[config.mk]
export PLATFORM = sky130hd
export DESIGN_NAME = rocc_top
export DESIGN_NICKNAME = d
export VERILOG_FILES = /design/src/hdl/rocc_pkg.sv /design/src/hdl/rocc_top.sv /design/src/hdl/rocc_stretch.sv
export SDC_FILE = /design/constraint.sdc
export NUM_CORES = 1
export LEC_CHECK = 0
export ABC_AREA = 1
export BUFFER_PORTS_ARGS = -buffer_cell sky130_fd_sc_hd__buf_2
export CORE_MARGIN = 2
export CORE_UTILIZATION = 55
export DETAILED_ROUTE_END_ITERATION = 8
export PLACE_DENSITY = 0.75
export SYNTH_ARGS = -nofsm -noshare
export SYNTH_HDL_FRONTEND = slang
export SYNTH_HIERARCHICAL = 1
export SYNTH_SLANG_ARGS = --single-unit
[constraint.sdc]
create_clock -name sys_clk -period 59.7 [get_ports sys_clk]
set_clock_uncertainty 0.05 [all_clocks]
set_input_delay 8.955 -clock sys_clk [delete_from_list [all_inputs] [get_ports sys_clk]]
set_output_delay 8.955 -clock sys_clk [all_outputs]
set_load 0.1 [all_outputs]
[src/hdl/rocc_pkg.sv]
package rocc_pkg;

    // Clock rate and derived cycle counts
    localparam int CLK_KHZ        = 100_000;
    localparam int MEAS_TIME_MS   = 400;
    localparam int MEAS_CYC       = MEAS_TIME_MS * CLK_KHZ;
    localparam int HOLD_TIME_MS   = 200;
    localparam int HOLD_CYC       = HOLD_TIME_MS * CLK_KHZ;
    localparam int DETECT_TIME_US = 50;
    localparam int DETECT_CYC     = (DETECT_TIME_US * CLK_KHZ) / 1000;
    localparam int TONE_HZ        = 2000;
    localparam int TONE_HALF_CYC  = (CLK_KHZ * 1000) / (2 * TONE_HZ);

    // Converter and display limits, in counts
    localparam int FULL_SCALE     = 19999;
    localparam int HALF_SCALE     = 10000;
    localparam int AUTO_K_THR     = 1000;
    localparam int AUTO_M_THR     = 1000;

    // Widths
    localparam int CNT_W          = 17;
    localparam int DISP_W         = 18;
    localparam int FUNC_W         = 3;
    localparam int RANGE_W        = 3;
    localparam int DEC_W          = 4;

    // Function and resistance range codes
    localparam logic [FUNC_W-1:0]  FUNC_OHMS    = 3'h4;
    localparam logic [RANGE_W-1:0] RANGE_AUTO_M = 3'h4;
    localparam logic [RANGE_W-1:0] RANGE_AUTO_K = 3'h5;
    localparam logic [DEC_W-1:0]   DEC_AUTO_M   = 4'h4;
    localparam logic [DEC_W-1:0]   DEC_AUTO_K   = 4'h1;

    // Reset values
    localparam logic [2:0]         PIN_RST      = 3'h0;
    localparam logic [CNT_W-1:0]   REF_RST      = 17'h00000;
    localparam logic [DISP_W-1:0]  DISP_RST     = 18'h00000;

    // One completed reading from the converter
    typedef struct packed {
        logic signed [CNT_W-1:0] count;
        logic                    over;
        logic [1:0]              sub;
    } rocc_meas_t;

    // Continuity selection
    typedef enum logic [1:0] {
        CONT_OFF,
        CONT_VIS,
        CONT_AUD
    } rocc_cont_t;

endpackage : rocc_pkg

[src/hdl/rocc_top.sv]
`timescale 1ns/1ps
// Overview of operation
// Relative press captures next completed reading with its function and range.
// Relative indicator lights right after the press, before capture.
// With an active reference, readings show measured minus reference.
// Second press, power-off, or capture in another function cancels reference.
// Range change rescales stored reference by powers of ten before subtracting.
// Function change clears indicator; reference stays tagged with its function. Code keeps the indicator lit while a press is still armed (pend_q).
// Returning to original function restores reference and indicator unless replaced.
// Relative works in all functions; continuity uses the resistance reading.
// Raw converter result above full scale flags overrange regardless of reference.
// Corrected difference below negative full scale also flags overrange.
// Measurements and captures happen once per interval of about 0.4 s.
// Operator avoids mixing autoranging kilohm references with other modes.
// No restriction across fixed resistance ranges or autoranging megohms.
// Continuity button acts only while resistance function is selected.
// Continuity presses step visible, visible plus audible, then off.
// Detected continuity lights the top bar and, if audible, sounds tone.
// Fixed ranges declare continuity below half the range full scale.
// Auto kilohm threshold below 100 ohm; auto megohm below 100 Mohm.
// Continuity events as short as 50 us are caught.
// Any continuity event holds the indication at least 200 ms.
// Resistance readings continue and display while continuity is enabled.
// Tone is a square wave driven onto the external transducer.
// Each converter cycle lasts 400 ms, pacing readings and references.
// Reference and difference are signed counts.
// Visible-only continuity keeps the tone inactive.
module rocc_top
    import rocc_pkg::*;
#(
    parameter int MEAS_PERIOD = rocc_pkg::MEAS_CYC,
    parameter int HOLD_PERIOD = rocc_pkg::HOLD_CYC,
    parameter int TONE_HALF   = rocc_pkg::TONE_HALF_CYC
) (
    // Clock and reset
    input  wire logic                          sys_clk,
    input  wire logic                          rst,
    // Operator buttons and fast continuity comparator (pins)
    input  wire logic                          ofs_btn,
    input  wire logic                          cont_btn,
    input  wire logic                          cont_cmp,
    // Function and range selection
    input  wire logic [rocc_pkg::FUNC_W-1:0]   func_sel,
    input  wire logic [rocc_pkg::RANGE_W-1:0]  range_sel,
    // Reading stream from the acquisition chip
    input  wire logic                          meas_valid,
    input  wire rocc_pkg::rocc_meas_t          meas,
    output logic                               conv_start_q,
    // Display values and indicators
    output logic signed [rocc_pkg::DISP_W-1:0] disp_value_q,
    output logic                               disp_valid_q,
    output logic                               overrange_flag_q,
    output logic                               ofs_ind_q,
    output logic                               cont_vis_ind_q,
    output logic                               cont_aud_ind_q,
    output logic                               cont_bar_q,
    // Transducer drive
    output logic                               tone_q
);
    import rocc_pkg::*;

    localparam int MW = $clog2(MEAS_PERIOD + 1);
    localparam int TW = $clog2(TONE_HALF + 1);
    localparam logic [MW-1:0] MEAS_LAST = MW'(MEAS_PERIOD - 1);
    localparam logic [TW-1:0] TONE_LAST = TW'(TONE_HALF - 1);

    // Decade of the active range, autorange steps added in
    function automatic logic [DEC_W-1:0] rocc_decade(input logic [FUNC_W-1:0] f,
                                                     input logic [RANGE_W-1:0] r,
                                                     input logic [1:0] s);
        logic [DEC_W-1:0] d;
        d = {1'b0, r};
        if (f == FUNC_OHMS && r == RANGE_AUTO_M) d = DEC_AUTO_M + {2'h0, s};
        if (f == FUNC_OHMS && r == RANGE_AUTO_K) d = DEC_AUTO_K + {2'h0, s};
        return d;
    endfunction : rocc_decade

    // Reference moved from its capture decade to the present one
    function automatic logic signed [31:0] rocc_scale(input logic signed [CNT_W-1:0] v,
                                                      input logic [DEC_W-1:0] from_d,
                                                      input logic [DEC_W-1:0] to_d);
        logic signed [31:0] acc;
        int                 up;
        int                 dn;
        acc = 32'(v);
        up  = int'(from_d) - int'(to_d);
        dn  = int'(to_d) - int'(from_d);
        for (int i = 0; i < 4; i++) begin
            if (i < up) acc = acc * 10;
            else if (i < dn) acc = acc / 10;
        end
        return acc;
    endfunction : rocc_scale

    // Continuity threshold by range
    function automatic logic rocc_below(input logic [RANGE_W-1:0] r,
                                        input logic [1:0] s,
                                        input logic signed [CNT_W-1:0] c);
        logic b;
        b = 1'b0;
        case (r)
            RANGE_AUTO_K: b = (s == 2'h0) && (int'(c) < AUTO_K_THR);
            RANGE_AUTO_M: b = (s != 2'h2) || (int'(c) < AUTO_M_THR);
            default:      b = (int'(c) < HALF_SCALE);
        endcase
        return b;
    endfunction : rocc_below

    logic [2:0]              s1_q;
    logic [2:0]              s2_q;
    logic [2:0]              s3_q;
    logic [2:0]              acc_q;
    logic [2:0]              prev_q;
    logic                    ofs_press;
    logic                    cont_press;
    logic                    is_ohms;
    logic                    pend_q;
    logic                    ref_valid_q;
    logic signed [CNT_W-1:0] ref_val_q;
    logic [FUNC_W-1:0]       ref_func_q;
    logic [DEC_W-1:0]        ref_dec_q;
    logic [DEC_W-1:0]        cur_dec;
    logic                    applied;
    logic signed [31:0]      diff;
    logic [MW-1:0]           meas_cnt_q;
    rocc_cont_t              cont_q;
    logic                    cont_event;
    logic                    held;
    logic [TW-1:0]           tone_cnt_q;

    // Pin synchroniser, a level is accepted when stages two and three agree
    always_ff @(posedge sys_clk) begin
        if (rst) begin
            s1_q   <= PIN_RST;
            s2_q   <= PIN_RST;
            s3_q   <= PIN_RST;
            acc_q  <= PIN_RST;
            prev_q <= PIN_RST;
        end else begin
            s1_q   <= {cont_cmp, cont_btn, ofs_btn};
            s2_q   <= s1_q;
            s3_q   <= s2_q;
            acc_q  <= ((s2_q ~^ s3_q) & s3_q) | ((s2_q ^ s3_q) & acc_q);
            prev_q <= acc_q;
        end
    end

    assign ofs_press  = acc_q[0] & ~prev_q[0];
    assign cont_press = acc_q[1] & ~prev_q[1];
    assign is_ohms    = (func_sel == FUNC_OHMS);

    // Measurement pacing, one converter start per interval
    always_ff @(posedge sys_clk) begin
        if (rst) begin
            meas_cnt_q   <= '0;
            conv_start_q <= 1'b0;
        end else if (meas_cnt_q == MEAS_LAST) begin
            meas_cnt_q   <= '0;
            conv_start_q <= 1'b1;
        end else begin
            meas_cnt_q   <= meas_cnt_q + 1'b1;
            conv_start_q <= 1'b0;
        end
    end

    // Reference arm, capture and cancel
    always_ff @(posedge sys_clk) begin
        if (rst) begin
            pend_q      <= 1'b0;
            ref_valid_q <= 1'b0;
            ref_val_q   <= REF_RST;
            ref_func_q  <= '0;
            ref_dec_q   <= '0;
        end else if (ofs_press) begin
            if (ofs_ind_q) begin
                pend_q      <= 1'b0;
                ref_valid_q <= 1'b0;
            end else begin
                pend_q      <= 1'b1;
            end
        end else if (meas_valid && pend_q) begin
            pend_q      <= 1'b0;
            ref_valid_q <= 1'b1;
            ref_val_q   <= meas.count;
            ref_func_q  <= func_sel;
            ref_dec_q   <= rocc_decade(func_sel, range_sel, meas.sub);
        end
    end

    // Indicator follows arming or a reference tagged with this function
    always_ff @(posedge sys_clk) begin
        if (rst) ofs_ind_q <= 1'b0;
        else ofs_ind_q <= pend_q | (ref_valid_q & (func_sel == ref_func_q));
    end

    assign cur_dec = rocc_decade(func_sel, range_sel, meas.sub);
    assign applied = (ref_valid_q | pend_q) & (pend_q | (func_sel == ref_func_q));
    // While arming, the capture reading subtracts itself and shows zero
    assign diff    = 32'(meas.count) - (pend_q ? 32'(meas.count)
                                               : rocc_scale(ref_val_q, ref_dec_q, cur_dec));

    // Display value and overrange
    always_ff @(posedge sys_clk) begin
        if (rst) begin
            disp_value_q     <= DISP_RST;
            disp_valid_q     <= 1'b0;
            overrange_flag_q <= 1'b0;
        end else begin
            disp_valid_q <= meas_valid;
            if (meas_valid) begin
                disp_value_q     <= applied ? diff[DISP_W-1:0] : DISP_W'(meas.count);
                overrange_flag_q <= meas.over
                                    | (applied & (diff < -FULL_SCALE))
                                    | (applied & (diff > FULL_SCALE));
            end
        end
    end

    // Continuity selection steps only in the resistance function
    always_ff @(posedge sys_clk) begin
        if (rst) begin
            cont_q <= CONT_OFF;
        end else if (!is_ohms) begin
            cont_q <= CONT_OFF;
        end else if (cont_press) begin
            case (cont_q)
                CONT_OFF: cont_q <= CONT_VIS;
                CONT_VIS: cont_q <= CONT_AUD;
                CONT_AUD: cont_q <= CONT_OFF;
                default:  cont_q <= CONT_OFF;
            endcase
        end
    end

    // Comparator pulse or an in-threshold reading both count as contact
    assign cont_event = (cont_q != CONT_OFF)
                        & (acc_q[2]
                           | (meas_valid & ~meas.over & rocc_below(range_sel, meas.sub, meas.count)));

    rocc_stretch #(
        .HOLD    (HOLD_PERIOD)
    ) u_stretch (
        .sys_clk (sys_clk),
        .rst     (rst),
        .trig    (cont_event),
        .active_q(held)
    );

    // Indicators and bar
    always_ff @(posedge sys_clk) begin
        if (rst) begin
            cont_vis_ind_q <= 1'b0;
            cont_aud_ind_q <= 1'b0;
            cont_bar_q     <= 1'b0;
        end else begin
            cont_vis_ind_q <= (cont_q != CONT_OFF);
            cont_aud_ind_q <= (cont_q == CONT_AUD);
            cont_bar_q     <= held & (cont_q != CONT_OFF);
        end
    end

    // Square wave to the transducer while audible contact is held
    always_ff @(posedge sys_clk) begin
        if (rst) begin
            tone_cnt_q <= '0;
            tone_q     <= 1'b0;
        end else if (!(held && cont_q == CONT_AUD)) begin
            tone_cnt_q <= '0;
            tone_q     <= 1'b0;
        end else if (tone_cnt_q == TONE_LAST) begin
            tone_cnt_q <= '0;
            tone_q     <= ~tone_q;
        end else begin
            tone_cnt_q <= tone_cnt_q + 1'b1;
        end
    end
endmodule : rocc_top

[src/hdl/rocc_stretch.sv]
`timescale 1ns/1ps
module rocc_stretch #(
    parameter int HOLD = 20_000_000
) (
    // Clock and reset
    input  wire logic sys_clk,
    input  wire logic rst,
    // Event in, held indication out
    input  wire logic trig,
    output logic      active_q
);
    import rocc_pkg::*;

    localparam int CW = $clog2(HOLD + 1);
    localparam logic [CW-1:0] LOAD = CW'(HOLD - 1);
    localparam logic [CW-1:0] ZERO = '0;

    logic [CW-1:0] left_q;

    // Reload on every event, count the hold down afterwards
    always_ff @(posedge sys_clk) begin
        if (rst) begin
            left_q   <= ZERO;
            active_q <= 1'b0;
        end else if (trig) begin
            left_q   <= LOAD;
            active_q <= 1'b1;
        end else if (left_q != ZERO) begin
            left_q   <= left_q - 1'b1;
        end else begin
            active_q <= 1'b0;
        end
    end
endmodule : rocc_stretch

# ---- Yosys cells after proc, flatten, opt, wreduce, memory -nomap -nowiden
# Cells that the tools add are included.
dict set report totals {
  mem_bits_ro 0
  wordCells 136
  out_inout_bits 26
  reg_bits 135
  n_memories 0
  ram_bits 0
  latch_bits 0
  input_bits 32
}
dict set report op_classes {
  n_reduce_logical 19
  muxes 25
  bitwise_logic 28
  n_mul 4
  add_sub_neg 8
  shift 0
  order_cmp 12
  div 4
  n_eq_ne 11
}
# operator n
set ops {}
lappend ops {{32-bit 2-to-1 mux} 9}
lappend ops {{32-bit by 5-bit divider with 32-bit output, second input constant} 4}
lappend ops {{32-bit by 4-bit multiplier with 31-bit output, second input constant} 3}
lappend ops {{25-bit 2-to-1 mux} 2}
lappend ops {{32-bit by 16-bit greater-than comparator with 1-bit output, second input constant} 1}
lappend ops {{32-bit by 16-bit < comparator with 1-bit output, second input constant} 1}
lappend ops {{17-bit by 32-bit subtractor with 32-bit output} 1}
lappend ops {{26-bit by 1-bit adder with 26-bit output, second input constant} 1}
lappend ops {{26-bit equality test, second input constant} 1}
lappend ops {{25-bit nonzero test} 1}
lappend ops {{25-bit by 1-bit subtractor with 25-bit output, second input constant} 1}
lappend ops {{17-bit by 4-bit multiplier with 21-bit output, second input constant} 1}
lappend ops {{3-bit by 5-bit < comparator with 1-bit output, first input constant} 4}
lappend ops {{18-bit 2-to-1 mux} 1}
lappend ops {{17-bit by 11-bit < comparator with 1-bit output, second input constant} 1}
lappend ops {{17-bit by 15-bit < comparator with 1-bit output, second input constant} 1}
lappend ops {{15-bit by 1-bit adder with 15-bit output, second input constant} 1}
lappend ops {{15-bit equality test, second input constant} 1}
lappend ops {{1-bit AND} 10}
lappend ops {{1-bit by 5-bit < comparator with 1-bit output, first input constant} 2}
lappend ops {{2-bit by 5-bit < comparator with 1-bit output, first input constant} 2}
lappend ops {{4-bit by 4-bit subtractor with 5-bit output} 2}
lappend ops {{3-bit equality test, second input constant} 3}
lappend ops {{1-bit 2-to-1 mux} 9}
lappend ops {{other kinds (22)} 48}

# ---- Longest topological paths before layout
dict set report logic_depth {
  ltp_word 23
  depth_mapped 533
  depth_no_buf 532
}

# ---- Cells and area by module
# The synthesis kept the hierarchy.
# mod seq_area_each_um2 area_each_um2 n_inst cells_per_inst
set modules_own_cells {}
lappend modules_own_cells {rocc_top 2162.1 29808.6 1 4914}
lappend modules_own_cells {rocc_stretch 520.5 1630.3 1 234}

# ---- Worst setup path after synthesis
# No wires, ideal clock.
dict set report synth_timing {
  path_type {input to register}
  start {input port func_sel[2] (netlist name)}
  end {register overrange_flag_q}
  arrival_ns 47.486
  setup_time_ns 0.124
  setup_slack_ns 12.040
  required_time_ns 59.526
  path_stages 419
  n_path_buf 0
  cell_sequence {inv_1 nor3_1 nand2_1 o21ai_0 inv_1 ha_1 nand2_1 nor2_1 a211oi_1 nor2_1 inv_1 nor2_1 a21oi_1 clkinv_1 a21oi_1 o21ai_2 o211ai_1 o21ai_1 [383 not listed] a21oi_1 inv_1 a21oi_1 o21bai_1 a21oi_1 o21bai_1 nand3_1 nand2_1 nand3_1 nand2_1 nand3_1 nand2_1 xor2_1 nand3_1 nor3b_1 nand3_2 nand3_2 a21oi_2}
}
dict set report synth_via {
  elab_chain_len 23
  elab_cells_between_ends 40
  classes_between {3 x add/sub; 3 x mul; 3 x div; 10 x order compare; 2 x eq/ne; 11 x mux; 6 x bitwise; 2 x reduce/logical}
}
# item line
set synth_lines {}
lappend synth_lines {{start, declared} rocc_top.sv:43} ;# input wire logic [rocc_pkg::FUNC_W-1:0] func_sel,
lappend synth_lines {{3-bit equality test (*)} {rocc_top.sv:73, rocc_top.sv:74}}
lappend synth_lines {{1-bit logical AND} rocc_top.sv:73} ;# if (f == FUNC_OHMS && r == RANGE_AUTO_M) d = DEC_AUTO_M + {2'h0, s};
lappend synth_lines {{4-bit 2-to-1 mux} rocc_top.sv:73}
lappend synth_lines {{4-bit 2-to-1 mux (*)} rocc_top.sv:74} ;# if (f == FUNC_OHMS && r == RANGE_AUTO_K) d = DEC_AUTO_K + {2'h0, s};
lappend synth_lines {{named net cur_dec[2]} rocc_top.sv:122} ;# logic [DEC_W-1:0] cur_dec;
lappend synth_lines {{4-bit by 4-bit subtractor with 5-bit output} rocc_top.sv:87} ;# dn = int'(to_d) - int'(from_d);
lappend synth_lines {{1-bit by 5-bit < comparator with 1-bit output} rocc_top.sv:90} ;# else if (i < dn) acc = acc / 10;
lappend synth_lines {{32-bit 2-to-1 mux} rocc_top.sv:90}
lappend synth_lines {{[8 not listed]} -}
lappend synth_lines {{32-bit 2-to-1 mux} rocc_top.sv:90}
lappend synth_lines {{32-bit 2-to-1 mux (*)} rocc_top.sv:89} ;# if (i < up) acc = acc * 10;
lappend synth_lines {{32-bit 2-to-1 mux (*)} rocc_top.sv:199} ;# assign diff = 32'(meas.count) - (pend_q ? 32'(meas.count)
lappend synth_lines {{17-bit by 32-bit subtractor with 32-bit output (*)} rocc_top.sv:199}
lappend synth_lines {{32-bit by 16-bit < comparator with 1-bit output} rocc_top.sv:213} ;# | (applied & (diff < -FULL_SCALE))
lappend synth_lines {{1-bit AND} rocc_top.sv:213}
lappend synth_lines {{1-bit OR} rocc_top.sv:213}
lappend synth_lines {{1-bit OR (*)} rocc_top.sv:214} ;# | (applied & (diff > FULL_SCALE));
lappend synth_lines {{end signal, assigned} rocc_top.sv:212} ;# overrange_flag_q <= meas.over
lappend synth_lines {{end, declared} rocc_top.sv:52} ;# output logic overrange_flag_q,
# Mark *: on every way through the listed nets, which the timed path passes. The rest lies on a longest branch.
# A chain may end at the register's enable or synchronous reset.

# ---- Worst setup path in the final report
dict set report layout_timing {
  start {input port range_sel[2] (netlist name)}
  end {register overrange_flag_q}
}
dict set report layout_via {
  elab_chain_len 23
  elab_cells_between_ends 38
  classes_between {3 x add/sub; 3 x mul; 3 x div; 10 x order compare; 2 x eq/ne; 11 x mux; 4 x bitwise; 2 x reduce/logical}
}
# item line
set layout_lines {}
lappend layout_lines {{start, declared} rocc_top.sv:44} ;# input wire logic [rocc_pkg::RANGE_W-1:0] range_sel,
lappend layout_lines {{3-bit equality test} rocc_top.sv:73}
lappend layout_lines {{1-bit logical AND} rocc_top.sv:73}
lappend layout_lines {{4-bit 2-to-1 mux} rocc_top.sv:73}
lappend layout_lines {{4-bit 2-to-1 mux (*)} rocc_top.sv:74}
lappend layout_lines {{named net cur_dec[0]} rocc_top.sv:122}
lappend layout_lines {{4-bit by 4-bit subtractor with 5-bit output} rocc_top.sv:87}
lappend layout_lines {{1-bit by 5-bit < comparator with 1-bit output} rocc_top.sv:90}
lappend layout_lines {{32-bit 2-to-1 mux} rocc_top.sv:90}
lappend layout_lines {{[8 not listed]} -}
lappend layout_lines {{32-bit 2-to-1 mux} rocc_top.sv:90}
lappend layout_lines {{32-bit 2-to-1 mux (*)} rocc_top.sv:89}
lappend layout_lines {{32-bit 2-to-1 mux (*)} rocc_top.sv:199}
lappend layout_lines {{17-bit by 32-bit subtractor with 32-bit output (*)} rocc_top.sv:199}
lappend layout_lines {{32-bit by 16-bit < comparator with 1-bit output} rocc_top.sv:213}
lappend layout_lines {{1-bit AND} rocc_top.sv:213}
lappend layout_lines {{1-bit OR} rocc_top.sv:213}
lappend layout_lines {{1-bit OR (*)} rocc_top.sv:214}
# Marks and branches as above.

==> metrics.txt <==
status complete, no violations; Crit path largest cell delay 0.58 ns; kind of critical path in -> reg; Die X 243 um; final period utilization 91.4%; final setup fails 0; # H-tree levels 4; starting density of the core 55.6%; most frequent cells in the layout nand2_1 (1162), inv_1 (603), nand3_1 (571); vias in the first global route 29600; number of synthesized flops with an enable pin 0; total routed wirelength 84700 um; initial antenna violation count 2; Post-DP HPWL 69200 um; RSZ-0062 raised after global routing false; Fin Setup TNS 0 ns; ANT nets after route 0; nets 5449; syn avg cell area 6.11 sq um; core area 56500 sq um; Seq cells post-synth 134; Rows 87; clock latency on the worst-skew pair 0.44 ns; count of cells resized by post-cts repair 0; GRT Resource Usage Total 27.8%; critical path endpoint category flop; syn nets 5450; Critical Path AT 54.81 ns; Post-Synthesis Cell Area 31400 sq um; Syn Inst Count 5148; largest net degree at the start of global routing 68; busiest grt layer met2; IO Count 58; router iterations before antenna repair 6; headroom to the max-slew limit 39.1%; clk buf depth 2; first-pass GRT wire length 140000 um; layout filler cell count 5665; routability cong. 0.985; PortBufs 57; met3 usage 2.51%; via count 32500; TritonCTS clock tree done; Sink Count 134; Max Clk Rate 0.0183 GHz; CP Launch Type input pin; Slew @ Worst Pin 0.913 ns; minimum clock period 54.55 ns; Die Height 243 um; CP most frequent cell nand2_2; r2r setup slk 7.97 ns; Crit-path slowest cell nor4_1; Vias per Instance 5.50; CTS Hold Buffers Added 0; die area 59100 sq um; max-cap check violation count 0; post-synth cell types 86; layout cells sized above 1 18.9%; Area growth, synth to finish 3.07%; wire length per cell 14.3 um; First DRT Iteration DRCs 2452; Hold Path Class reg -> reg; setup bufs post-CTS 0; Synth Flop Type dfxtp_1; Worst-path clk slew 0.06 ns; GRT overflow 0; critical path required time 59.96 ns; met1 GRT Util 37.8%; CTS Buf Count 17; Yosys warnings 6; sequential fraction of the synthesis area 8.53%; Root Driver clkbuf_16; drc violations 0; asr flop ratio synth 0%; commonest non-fill, non-tap cell in the layout nand2_1; crit-path max FO 24; Final Hold Viols 0; GRT met2 Usage 46.5%; Slew Limit Fails 0
## cell usage after synthesis (all sizes together), types with 2 or more instances
master         number  share of area (%)
nand2            1601                 25
inv               730                8.8
nand3             662                 12
nor2              416                5.8
a21oi             310                5.2
o21ai             290                5.0
ha                261                 10
xor2              150                4.3
dfxtp             134                8.5
nand4             102                2.2
clkbuf             69                2.4
nor3               67                1.3
xnor2              44                1.2
clkinv             38               0.66
o211ai             37               0.92
or2                28               0.56
nor4               21               0.49
buf                20               0.59
a31oi              18               0.36
nor3b              17               0.44
o21bai             17               0.41
nand3b             12               0.30
o31ai              12               0.37
o21a               10               0.25
o221ai             10               0.28
a21o                9               0.22
bufinv              9               0.50
fa                  9               0.57
a211oi              8               0.19
a22oi               5               0.14
a32oi               5               0.16
and2                5               0.12
a21boi              4               0.18
bufbuf              3               0.18
and3                2              0.040
clkdlybuf4s50       2              0.072
o2111ai             2              0.056
o22ai               2              0.040
## logic make-up (layout without fill, tap and decap cells)
kind of cell,count (synthesis),in the layout,synth area share (%)
and+or+nand+nor,2934,2934,47.9
buffers and inverters,871,883,13.2
AOI/OAI and AO/OA,745,745,14.0
adders and majority gates,270,270,11.0
xor gates and xnor gates,194,194,5.49
DFF,134,134,8.53
other,0,2,0
## cell type report
cell class	count	area, sq um	share of cell area (%)
Sequential cell	134	2680	8.28
Timing Repair Buffer	74	413	1.27
Clock inverter	14	129	0.398
Clock buffer	18	439	1.36
Antenna cell	2	5.00	0.0154
Multi-Input combinational cell	4143	24700	76.1
Inverter	777	3140	9.69
Tap cell	756	946	2.92
## flip-flops by register name, indices dropped and copies added, names as in the netlist, 2 cells and up
signal / cells
acc_q: 3
cont_q: 2
disp_value_q: 18
meas_cnt_q: 26
prev_q: 2
ref_dec_q: 3
ref_func_q: 3
ref_val_q: 17
s1_q: 3
s2_q: 3
s3_q: 3
tone_cnt_q: 15
u_stretch/left_q: 25
## final timing paths
| path | start | endpoint | depth (start not counted) |
|---|---|---|---|
| setup / recovery | range_sel[2] | overrange_flag_q$_SDFFE_PP0P_ | 400 |
| hold / removal | s1_q[2]$_SDFF_PP0_ | s2_q[2]$_SDFF_PP0_ | 2 |
| setup reg to reg | ref_val_q[16]$_SDFFE_PP0P_ | overrange_flag_q$_SDFFE_PP0P_ | 462 |
| hold reg to reg | s1_q[2]$_SDFF_PP0_ | s2_q[2]$_SDFF_PP0_ | 2 |
## metrics by stage
stage,area (sq um),setup WS [ns],std cells,hold WS (ns),util [%]
5_1_grt,32400,0.0440,5918,0.371,57.4
4_1_cts,32400,5.30,5916,0.354,57.3
6_report,32400,5.15,5918,0.353,57.4
3_5_place_dp,31800,4.99,5884,0.346,56.3
3_3_place_gp,31800,6.46,5884,0.339,56.3
2_1_floorplan,31400,12.04,5148,0.338,-
## metal layers
layer,share of wire [%],wire [um],vias up
met3,6.0,5060,138
li1,-,-,16900
met4,2.4,2060,0
met2,45,37900,931
met5,0,0,-
met1,47,39600,14600
## critical path: cells and delay by family
kind	cells	cell delay [ns]
adder cells (fa/ha/maj)	10	2.48
AO/OA/AOI/OAI	32	5.67
buffers and inverters	36	3.39
XOR/XNOR	1	0.19
AND/OR/NAND/NOR	321	33.86
Power is left out: the tool's default activity adds up to more than one toggle a clock period on the data nets, which glitch-free logic cannot reach.
